### src/icto_pkg.sv
// constants and types of the infrared carrier timer output stage
// assumes a single 25 MHz clock standing in for the core's oscillator
`default_nettype none
package icto_pkg;
    // clock rates; the oscillator is modelled by fractional ticks
    localparam logic [31:0] CLK_HZ      = 32'd25_000_000;
    localparam logic [31:0] OSC_HZ      = 32'd4_000_000;
    localparam logic [31:0] CARRIER_MUL = 32'd2;
    localparam logic [31:0] TICK_INC    = OSC_HZ * CARRIER_MUL;
    // timer step of 64 oscillator periods, in doubled-clock ticks
    localparam int          STEP_OSC    = 64;
    localparam logic [6:0]  STEP_LAST   = 7'(STEP_OSC * 2 - 1);
    // field positions
    localparam int          ENA_BIT     = 9;
    localparam int          DIS_BIT     = 9;
    // reset values
    localparam logic [8:0]  RST_COUNT   = 9'h000;
    localparam logic        RST_ENA     = 1'b0;
    localparam logic [8:0]  RST_LOW     = 9'h001;
    localparam logic [9:0]  RST_HIGH    = 10'h201;

    typedef enum logic [1:0] {SEL_TMR, SEL_LOW, SEL_HIGH} icto_sel_t;
    typedef enum logic [1:0] {PH_IDLE, PH_LOW, PH_HIGH} icto_phase_t;

    // replace one nibble of the low byte of a 10-bit word
    function automatic logic [9:0] nib_merge(input logic [9:0] old,
                                             input logic       idx,
                                             input logic [3:0] nib);
        logic [9:0] r;
        r = old;
        if (idx) begin
            r[7:4] = nib;
        end else begin
            r[3:0] = nib;
        end
        return r;
    endfunction : nib_merge
endpackage : icto_pkg
`default_nettype wire

### src/icto_carrier.sv
// carrier phase generator: alternating low and high phases
// assumes tick is a one-cycle pulse at twice the oscillator rate
`default_nettype none
module icto_carrier (
    input  wire logic       clk,
    input  wire logic       rst_b,
    input  wire logic       tick,
    input  wire logic       restart,
    input  wire logic       run_req,
    input  wire logic [8:0] low_period,
    input  wire logic [8:0] high_period,
    output logic            phase_high,
    output logic            active
);
    import icto_pkg::*;

    icto_phase_t phase_reg;
    logic [8:0]  cnt_reg;

    // each phase lasts period+1 ticks, then flips to the other register
    always_ff @(posedge clk or negedge rst_b) begin
        if (!rst_b) begin
            phase_reg <= PH_IDLE;
            cnt_reg   <= 9'h000;
        end else if (restart) begin
            phase_reg <= PH_LOW;
            cnt_reg   <= 9'h000;
        end else begin
            case (phase_reg)
                PH_IDLE: begin
                    cnt_reg <= 9'h000;
                    if (run_req) begin
                        phase_reg <= PH_LOW;
                    end
                end
                PH_LOW: begin
                    if (!run_req) begin
                        phase_reg <= PH_IDLE;
                    end else if (tick && cnt_reg == low_period) begin
                        phase_reg <= PH_HIGH;
                        cnt_reg   <= 9'h000;
                    end else if (tick) begin
                        cnt_reg <= cnt_reg + 9'h001;
                    end
                end
                PH_HIGH: begin
                    // a high phase runs to its end unless restart comes first
                    if (tick && cnt_reg == high_period) begin
                        phase_reg <= run_req ? PH_LOW : PH_IDLE;
                        cnt_reg   <= 9'h000;
                    end else if (tick) begin
                        cnt_reg <= cnt_reg + 9'h001;
                    end
                end
                default: begin
                    phase_reg <= PH_IDLE;
                    cnt_reg   <= 9'h000;
                end
            endcase
        end
    end

    assign phase_high = (phase_reg == PH_HIGH);
    assign active     = (phase_reg != PH_IDLE);

    property p_low_stops;
        @(posedge clk) disable iff (!rst_b)
        (phase_reg == PH_LOW && !run_req && !restart)
            |=> phase_reg == PH_IDLE;
    endproperty
    a_low_stops: assert property (p_low_stops)
        else $error("low phase did not stop at once");

    property p_high_holds;
        @(posedge clk) disable iff (!rst_b)
        (phase_reg == PH_HIGH && !tick && !restart)
            |=> phase_reg == PH_HIGH;
    endproperty
    a_high_holds: assert property (p_high_holds)
        else $error("high phase cut short");

    property p_phase_len;
        @(posedge clk) disable iff (!rst_b)
        (phase_reg == PH_LOW && tick && cnt_reg == low_period
         && run_req && !restart) |=> phase_reg == PH_HIGH;
    endproperty
    a_phase_len: assert property (p_phase_len)
        else $error("low phase did not end after period+1 ticks");
endmodule : icto_carrier
`default_nettype wire

### src/icto_top.sv
// infrared carrier timer output stage: pattern timer, carrier, pins
// assumes the core drives one write or read strobe per cycle
//
// Overview of operation
// - nonzero load starts timer; zero stops it
// - counter decrements every 64 oscillator periods
// - enable flag shows timer state on pins
// - indicator low running; infrared high/carrier running
// - carrier may appear while timer runs
// - one 9-bit counter, two period registers
// - low-period bit 9 always reads zero
// - carrier counter ticks at twice oscillator
// - each phase lasts period plus one ticks
// - high-period bit 9 clear enables carrier
// - carrier starts with low phase on load
// - zero during low phase stops output immediately
// - zero during high phase finishes high first while enable flag stays set
// - infrared pin per enable, count, disable bit
// - periods readable, writable by nibble or whole
// - pins registered, one clock behind internal state
`default_nettype none
module icto_top (
    input  wire logic                 clk,
    input  wire logic                 rst_b,
    input  wire icto_pkg::icto_sel_t  wr_sel,
    input  wire logic                 wr_full,
    input  wire logic                 wr_nib,
    input  wire logic                 nib_idx,
    input  wire logic [3:0]           nib_data,
    input  wire logic [9:0]           wr_data,
    input  wire icto_pkg::icto_sel_t  rd_sel,
    output logic [9:0]                rd_data,
    output logic                      timer_zero,
    output logic                      infrared_output_pin,
    output logic                      transmit_indicator_pin,
    output logic                      transmit_indicator_oe
);
    import icto_pkg::*;

    logic [8:0]  count_reg;
    logic        timer_output_enable_flag;
    logic [8:0]  carrier_low_period;
    logic [9:0]  carrier_high_period;
    logic [31:0] acc_reg;
    logic [31:0] acc_sum;
    logic        tick_reg;
    logic [6:0]  div_reg;
    logic        step;
    logic        wr_any;
    logic [9:0]  tmr_word;
    logic [9:0]  tmr_next;
    logic        load;
    logic        running;
    logic        carrier_disable_bit;
    logic        ph_high;
    logic        ph_active;
    logic        ir_next;
    logic        led_next;
    logic [9:0]  low_merge;

    // fractional divider: average tick rate is exactly 2x oscillator
    assign acc_sum = acc_reg + TICK_INC;
    always_ff @(posedge clk or negedge rst_b) begin
        if (!rst_b) begin
            acc_reg  <= 32'h0000_0000;
            tick_reg <= 1'b0;
        end else if (acc_sum >= CLK_HZ) begin
            acc_reg  <= acc_sum - CLK_HZ;
            tick_reg <= 1'b1;
        end else begin
            acc_reg  <= acc_sum;
            tick_reg <= 1'b0;
        end
    end

    // timer prescaler restarts on load so the first step is whole
    always_ff @(posedge clk or negedge rst_b) begin
        if (!rst_b) begin
            div_reg <= 7'h00;
        end else if (load) begin
            div_reg <= 7'h00;
        end else if (tick_reg) begin
            div_reg <= (div_reg == STEP_LAST) ? 7'h00 : div_reg + 7'h01;
        end
    end
    assign step = tick_reg && (div_reg == STEP_LAST);

    // register writes: whole word or one nibble of the low byte
    assign wr_any   = wr_full || wr_nib;
    assign tmr_word = {timer_output_enable_flag, count_reg};
    always_comb begin
        tmr_next = wr_full ? wr_data : nib_merge(tmr_word, nib_idx, nib_data);
    end
    assign load = wr_any && (wr_sel == SEL_TMR) && (tmr_next[8:0] != 9'h000);

    // pattern timer down counter and output enable flag
    always_ff @(posedge clk or negedge rst_b) begin
        if (!rst_b) begin
            count_reg                <= RST_COUNT;
            timer_output_enable_flag <= RST_ENA;
        end else if (wr_any && wr_sel == SEL_TMR) begin
            count_reg                <= tmr_next[8:0];
            timer_output_enable_flag <= tmr_next[ENA_BIT];
        end else if (step && count_reg != 9'h000) begin
            count_reg <= count_reg - 9'h001;
        end
    end
    assign running    = (count_reg != 9'h000);
    assign timer_zero = !running;

    // nibble write into the low period; bit 9 is dropped on purpose
    assign low_merge = nib_merge({1'b0, carrier_low_period},
                                 nib_idx, nib_data);

    // period registers; low bit 9 is not stored at all
    always_ff @(posedge clk or negedge rst_b) begin
        if (!rst_b) begin
            carrier_low_period  <= RST_LOW;
            carrier_high_period <= RST_HIGH;
        end else if (wr_any && wr_sel == SEL_LOW) begin
            carrier_low_period <= wr_full ? wr_data[8:0]
                                          : low_merge[8:0];
        end else if (wr_any && wr_sel == SEL_HIGH) begin
            carrier_high_period <= wr_full ? wr_data
                : nib_merge(carrier_high_period, nib_idx, nib_data);
        end
    end
    assign carrier_disable_bit = carrier_high_period[DIS_BIT];

    // read port: data come from a register, one cycle after select
    always_ff @(posedge clk or negedge rst_b) begin
        if (!rst_b) begin
            rd_data <= 10'h000;
        end else begin
            case (rd_sel)
                SEL_TMR:  rd_data <= tmr_word;
                SEL_LOW:  rd_data <= {1'b0, carrier_low_period};
                SEL_HIGH: rd_data <= carrier_high_period;
                default:  rd_data <= 10'h000;
            endcase
        end
    end

    // carrier is requested only while enabled, counting and not disabled
    icto_carrier u_carrier (
        .clk         (clk),
        .rst_b       (rst_b),
        .tick        (tick_reg),
        .restart     (load && !carrier_disable_bit),
        .run_req     (running && timer_output_enable_flag
                      && !carrier_disable_bit),
        .low_period  (carrier_low_period),
        .high_period (carrier_high_period[8:0]),
        .phase_high  (ph_high),
        .active      (ph_active)
    );

    // pin levels; a draining high phase keeps the pin up to its end unless the enable flag is cleared
    always_comb begin
        ir_next  = 1'b0;
        led_next = 1'b1;
        if (timer_output_enable_flag) begin
            led_next = !running;
            if (running && carrier_disable_bit) begin
                ir_next = 1'b1;
            end else if (ph_active) begin
                ir_next = ph_high;
            end
        end
    end

    // registered pins; indicator driven only while output is enabled
    always_ff @(posedge clk or negedge rst_b) begin
        if (!rst_b) begin
            infrared_output_pin    <= 1'b0;
            transmit_indicator_pin <= 1'b1;
            transmit_indicator_oe  <= 1'b0;
        end else begin
            infrared_output_pin    <= ir_next;
            transmit_indicator_pin <= led_next;
            transmit_indicator_oe  <= timer_output_enable_flag;
        end
    end

    property p_load;
        @(posedge clk) disable iff (!rst_b)
        (wr_full && wr_sel == SEL_TMR) |=> count_reg == $past(wr_data[8:0]);
    endproperty
    a_load: assert property (p_load)
        else $error("timer load value not taken");

    property p_hold_zero;
        @(posedge clk) disable iff (!rst_b)
        (count_reg == 9'h000 && !(wr_any && wr_sel == SEL_TMR))
            |=> count_reg == 9'h000;
    endproperty
    a_hold_zero: assert property (p_hold_zero)
        else $error("stopped timer moved");

    property p_dec;
        @(posedge clk) disable iff (!rst_b)
        (step && running && !(wr_any && wr_sel == SEL_TMR))
            |=> count_reg == $past(count_reg) - 9'h001;
    endproperty
    a_dec: assert property (p_dec)
        else $error("timer did not decrement by one");

    property p_led;
        @(posedge clk) disable iff (!rst_b)
        timer_output_enable_flag |=> transmit_indicator_pin == !$past(running);
    endproperty
    a_led: assert property (p_led)
        else $error("indicator does not show timer state");

    property p_ir_off;
        @(posedge clk) disable iff (!rst_b)
        !timer_output_enable_flag |=> !infrared_output_pin;
    endproperty
    a_ir_off: assert property (p_ir_off)
        else $error("infrared pin high with output disabled");

    property p_ir_steady;
        @(posedge clk) disable iff (!rst_b)
        (timer_output_enable_flag && running && carrier_disable_bit)
            |=> infrared_output_pin;
    endproperty
    a_ir_steady: assert property (p_ir_steady)
        else $error("infrared pin not steady high");

    property p_low_first;
        @(posedge clk) disable iff (!rst_b)
        (load && !carrier_disable_bit && !(wr_sel == SEL_HIGH))
            |=> ##1 !infrared_output_pin;
    endproperty
    a_low_first: assert property (p_low_first)
        else $error("carrier did not start low");

    property p_tick_gap;
        @(posedge clk) disable iff (!rst_b)
        tick_reg |=> !tick_reg ##1 !tick_reg;
    endproperty
    a_tick_gap: assert property (p_tick_gap)
        else $error("carrier tick faster than twice oscillator");

    property p_low_bit9;
        @(posedge clk) disable iff (!rst_b)
        rd_sel == SEL_LOW |=> rd_data[9] == 1'b0;
    endproperty
    a_low_bit9: assert property (p_low_bit9)
        else $error("low period bit 9 read as one");
endmodule : icto_top
`default_nettype wire

### config.mk
export PLATFORM = sky130hd
export DESIGN_NAME = icto_top
export DESIGN_NICKNAME = d
export VERILOG_FILES = /design/src/icto_pkg.sv /design/src/icto_carrier.sv /design/src/icto_top.sv
export SDC_FILE = /design/constraint.sdc
export NUM_CORES = 1
export LEC_CHECK = 0
export ABC_AREA = 0
export BUFFER_PORTS_ARGS = -buffer_cell sky130_fd_sc_hd__buf_2
export CAP_MARGIN = 20
export CORE_AREA = 2 2 104 106
export DETAILED_ROUTE_END_ITERATION = 10
export DIE_AREA = 0 0 106 108
export PLACE_DENSITY = 0.87
export RECOVER_POWER = 25
export SYNTH_ARGS = -nofsm -noshare
export SYNTH_HDL_FRONTEND = slang
export SYNTH_SLANG_ARGS = --single-unit
### constraint.sdc
create_clock -name clk -period 2.94 [get_ports clk]
set_clock_uncertainty 0.05 [all_clocks]
set_input_delay 0.147 -clock clk [delete_from_list [all_inputs] [get_ports clk]]
set_output_delay 0.147 -clock clk [all_outputs]
set_load 0.02 [all_outputs]
# Word-level counts from Yosys, hierarchy flattened
# Cells that the tools add are included.
# word_totals
out_inout_bits	14
in_bits	23
word_cells	102
reg_bits	93
# op_classes
n_reduce_logical	32
n_mux	32
n_eq_ne	14
n_bitwise	1
addsub	5
magnitude_cmp	1
# op_table
operator	n
$mux W9	8
$add A32 B23 Y32 const B	1
$ge A32 B25 Y1 const B	1
$mux W32	1
$sub A32 B25 Y32 const B	1
$pmux W10 S3	1
$mux W7	3
$eq A9 B9 Y1	2
$pmux W9 S2	1
$reduce_bool A9 Y1	2
$mux W4	4
$mux W8	2
$logic_and A1 B1 Y1	12
$reduce_and A3 Y1	4
$mux W2	5
$add A9 B1 Y9 const B	1
$ne A3 B1 Y1 const B	3
$sub A9 B1 Y9 const B	1
$reduce_and A2 Y1	4
$reduce_bool A2 Y1	4
$add A7 B1 Y7 const B	1
$eq A7 B7 Y1 const B	1
$eq A2 B1 Y1 const B	3
$eq A2 B2 Y1 const B	3
8 further kinds	16

# Longest topological paths before layout
# logic_depth
word_depth	7
depth_mapped	11
ltp_nobuf	11

# Cells and area by module
# From an unflattened synthesis, not the netlist that was laid out.
# unflattened
hier_cells	661
area_unflattened_um2	5751.8
# by_module_without_submodules
mod	seq_area_each_um2	instances	cells_per_inst	area_each_um2
icto_top	1906.8	1	540	4727.0
icto_carrier	275.3	1	121	1024.7

# Worst setup path after synthesis
# Ideal clock, no wire load.
# synth_timing
path_kind	reg-to-reg
start	register acc_reg[10]
end	register acc_reg[31]
path_slack_ps	31
synth_period_minus_slack_ps	2909
path_stages_with_launch	11
arrival_ps	2731
required_ps	2763
path_buffers	1
setup_time_ps	127
path_cell_list	dfrtp_1 > ha_1 > clkbuf_1 > a21oi_2 > o21a_1 > or2_2 > or4b_1 > o211ai_4 > o21ai_4 > nor4_4 > xnor2_1
# synth_via
elab_chain_cells	3
word_cells_on_any_way	4
cone_classes	2 x add/sub; 1 x order compare; 1 x mux
# synth_lines
item	line_no	text
from (decl)	icto_top.sv:44	logic [31:0] acc_reg;
from (signal assigned)	icto_top.sv:68	acc_reg <= acc_sum - CLK_HZ;
from (signal assigned)	icto_top.sv:71	acc_reg <= acc_sum;
$add A32 B23 Y32 (*)	icto_top.sv:62	assign acc_sum = acc_reg + TICK_INC;
$sub A32 B25 Y32 / $ge A32 B25 Y1 (equally long branches)	icto_top.sv:68, icto_top.sv:67	
$mux W32 (*)	icto_top.sv:67	end else if (acc_sum >= CLK_HZ) begin
# Every way passes the cells marked *; elsewhere a longest branch is shown, timed or not.
# A chain may end at the register's enable or synchronous reset.

# Worst setup path after layout
# layout_timing
start	register acc_reg[18]
end	register acc_reg[22]
# The elaborated chain is that of the path after synthesis.

==> qor.txt <==
Critical path peak fanout - 5
NumNets Final - 726
Max Buffers Root-to-Sink - 2
P_int - 2.01 mW
Hold Path Stages - 3
Slew headroom - -10.9%
Initial core utilization - 54.3%
EDFF count, synth - 0
Total number of vias - 5186
Violated checks - max-capacitance violations, max-slew violations, negative setup slack
Warning count from the yosys run - 0
Die Span Y - 108 um
Post-synth top area cell - dfrtp_1
CTS tree - done
Die area - 0.0114 mm^2
Final Routed Wirelength - 16.0 mm
Worst EP arrival - 3.52 ns
Fin util - 66.9%
Buf+Inv Stages, Crit Path - 4
Cells after synthesis - 593
Num rows - 37
Worst hold endpoint - carrier_high_period[1]$_DFFE_PN0P_
Slew Limit Fails - 76
Min cycle time layout - 3.29 ns
Logic gate share of total power - 20.8%
Hold_sp - wr_data[1]
Antenna diode count - 0
Reg2reg start - acc_reg[18]$_DFF_PN0_
Setup ws final - -0.351 ns
Final HPWL DP - 10.0 mm
Die span in x - 106 um
Clk_lat worst skew - 0.40 ns
Worst R2R Setup Slack - -0.35 ns
Max_cap viols - 1
First-pass GRT wire length - 23.5 mm
P&R area growth vs syn - 23.1%
Worst path cell trace - a2111o_1, buf_4, buf_4, nor3_1, a41oi_1, o221ai_2, a41oi_2, buf_4, buf_4, a21oi_2, nand2_1, xnor2_1
Final hold viol count - 0
Cell area after synthesis - 0.00556 mm^2
Gr usage total - 25.9%
PortBufs - 36
Final Power - 3.03 mW
Antenna-violating nets left - 0
CP Class - register to register
# H-tree levels - 3
CTS clk-pin slew, worst paths - 0.11 ns
Clock buffer count from CTS - 9
RSZ-0062 raised after global routing - true
PwrDens - 443 mW/mm^2
Grt ovf - 0
Synth Register Bits - 87
Final worst path period share - 112%
WHS - 0.0292 ns
Worst R2R End - acc_reg[22]$_DFF_PN0_
Switching portion of total power - 33.5%
Lkg Pwr - 3.18 nW
CP Capture Type - register
Top post-synthesis cells by area - dfrtp_1, xnor2_1, xor2_1, nand2_1, mux2i_1
Syn Area/Cell - 9.37 um^2
Detailed Routing Iterations Pass 1 - 5
Root buffer cell - clkbuf_8
Asr flop ratio synth - 100%
Fmax - 304 MHz
Vias/cell - 6.22
I/O pins - 37
Syn_nets - 626
Synth cell types - 80
Clk sink count - 87
Max reg flops - 26
Slew @ Worst Pin - 1.66 ns
Worst hold path class - primary input to register
Initial antenna violation count - 0
NetSw - 1.01 mW
CP peak stage delay - 0.49 ns
Largest net degree at the start of global routing - 88
Max VDD drop - 0.257 mV
Sequential Power Share - 49.2%
# DRC - 0
Clock network fraction of total power - 30.0%
Final setup viols - 27
CP max-delay cell - a2111o_1
Routability cong. - 0.915
Most frequent CP cell - buf_4
Startpoint types - register
Reg2Reg Depth - 12
Share of the synthesized area in the top cell type - 37.4%
Worst path top cell family by delay - compound AO/OA/AOI/OAI gates
First DRT Iteration DRCs - 498
Wire length per cell - 19.2 um
Share of cells above drive strength 1 - 29.2%
Vias in the first global route - 4995
Outcome - finished with violations
Core area - 0.0102 mm^2
Seq/Total Area, Yosys - 39.3%
Main flop type after synthesis - dfrtp_1
Worst EP required - 3.17 ns
[layout by cell type, fill, tap and decap left out, types with 14 or more instances in the layout]
master and count:
dfrtp_1 81, buf_4 70, nand2_1 64, nor2_1 45
xnor2_1 38, xor2_1 37, buf_2 37, o21ai_0 36
a21oi_1 23, mux2i_1 21, nor2b_1 15, inv_1 14
[cell families after synthesis]
logic type                 synth area share [%]
adders and majority gates                  2.25
xor gates and xnor gates                   12.8
and+or+nand+nor                            20.7
DFF                                        39.3
muxes                                      6.40
buffers and inverters                      3.27
AOI/OAI and AO/OA                          15.3
[power groups by stage]
| stage | logic [mW] | clock network [mW] | registers (mW) |
|---|---|---|---|
| global placement | 0.571 | 0 | 1.50 |
| detailed placement | 0.610 | 0 | 1.50 |
| floorplan | 0.380 | 0 | 1.50 |
| global route | 0.690 | 0.961 | 1.51 |
| CTS | 0.619 | 0.890 | 1.48 |
| finish | 0.629 | 0.909 | 1.49 |
[worst min-delay path: cells and delay by family]
family          cells  cell delay (ns)
buf+inv             1             0.09
compound gates      2             0.20
[layout make-up]
class	count	area (um^2)
Multi-Input combinational cell	465	3420
Fill cell	672	3390
Sequential cell	87	2180
Timing Repair Buffer	116	810
Tap cell	136	170
Clock buffer	10	138
Clock inverter	6	67.6
Inverter	14	52.6
[worst max path at each step]
stage	start	end	cells after the start
floorplan	acc_reg[10]$_DFF_PN0_	acc_reg[31]$_DFF_PN0_	10
global placement	acc_reg[9]$_DFF_PN0_	acc_reg[12]$_DFF_PN0_	10
detailed placement	acc_reg[9]$_DFF_PN0_	acc_reg[12]$_DFF_PN0_	10
CTS	acc_reg[17]$_DFF_PN0_	acc_reg[16]$_DFF_PN0_	13
global route	acc_reg[18]$_DFF_PN0_	acc_reg[22]$_DFF_PN0_	12
finish	acc_reg[18]$_DFF_PN0_	acc_reg[22]$_DFF_PN0_	12
[synthesized netlist by cell type, types with 2 or more instances]
cell type   n
o21ai_0    41
dfstp_2     4
nand2_1    67
nor2b_1    15
inv_1      14
or3_1       2
o221ai_1    2
o211ai_1    3
nand4_1    12
mux2_2     12
a41oi_1     2
nand3_1    12
xnor2_1    44
and3_1      7
and4_1      5
or3b_2      2
nor4_1      3
a21o_1      5
o21a_1      3
buf_2       7
ha_1       10
nor3_1     12
nor2_2      2
nor2_1     47
buf_6       2
clkbuf_1   18
dfrtp_1    83
and2_1      8
a21oi_1    26
or2_2       2
a31oi_1     5
mux2i_1    22
nand2b_1    4
o21ai_1     2
xor2_1     37
nand4b_1    4
nor3b_1     3
a211oi_1    2
[what timing repair did]
| action | in CTS | in global routing |
|---|---|---|
| hold endpoints to repair | 87 | 0 |
| endpoints found under the setup margin | 25 | 23 |
| hold buffers | 3 | 0 |
| buffers inserted | 9 | 10 |
| pin swaps | 7 | 21 |
| gates resized for setup | 10 | 42 |
| gates cloned | 1 | 0 |
[routing by layer]
layer | part of all wire (%) | global-route usage (%)
met4 | 4.7 | 13.3
met5 | 0 | 0
met3 | 7.1 | 5.61
met1 | 38 | 30.4
met2 | 50 | 44.9
[through the flow]
stage	cells	setup slack, ns	area, um^2	setup TNS, ns
2_1_floorplan	593	0.0314	5560	0
3_3_place_gp	794	-0.111	6210	-0.557
3_5_place_dp	794	-0.242	6210	-2.89
4_1_cts	823	-0.0202	6570	-0.0537
5_1_grt	834	-0.449	6840	-8.82
6_report	834	-0.351	6840	-6.16
(Power assumes the default switching activity.)
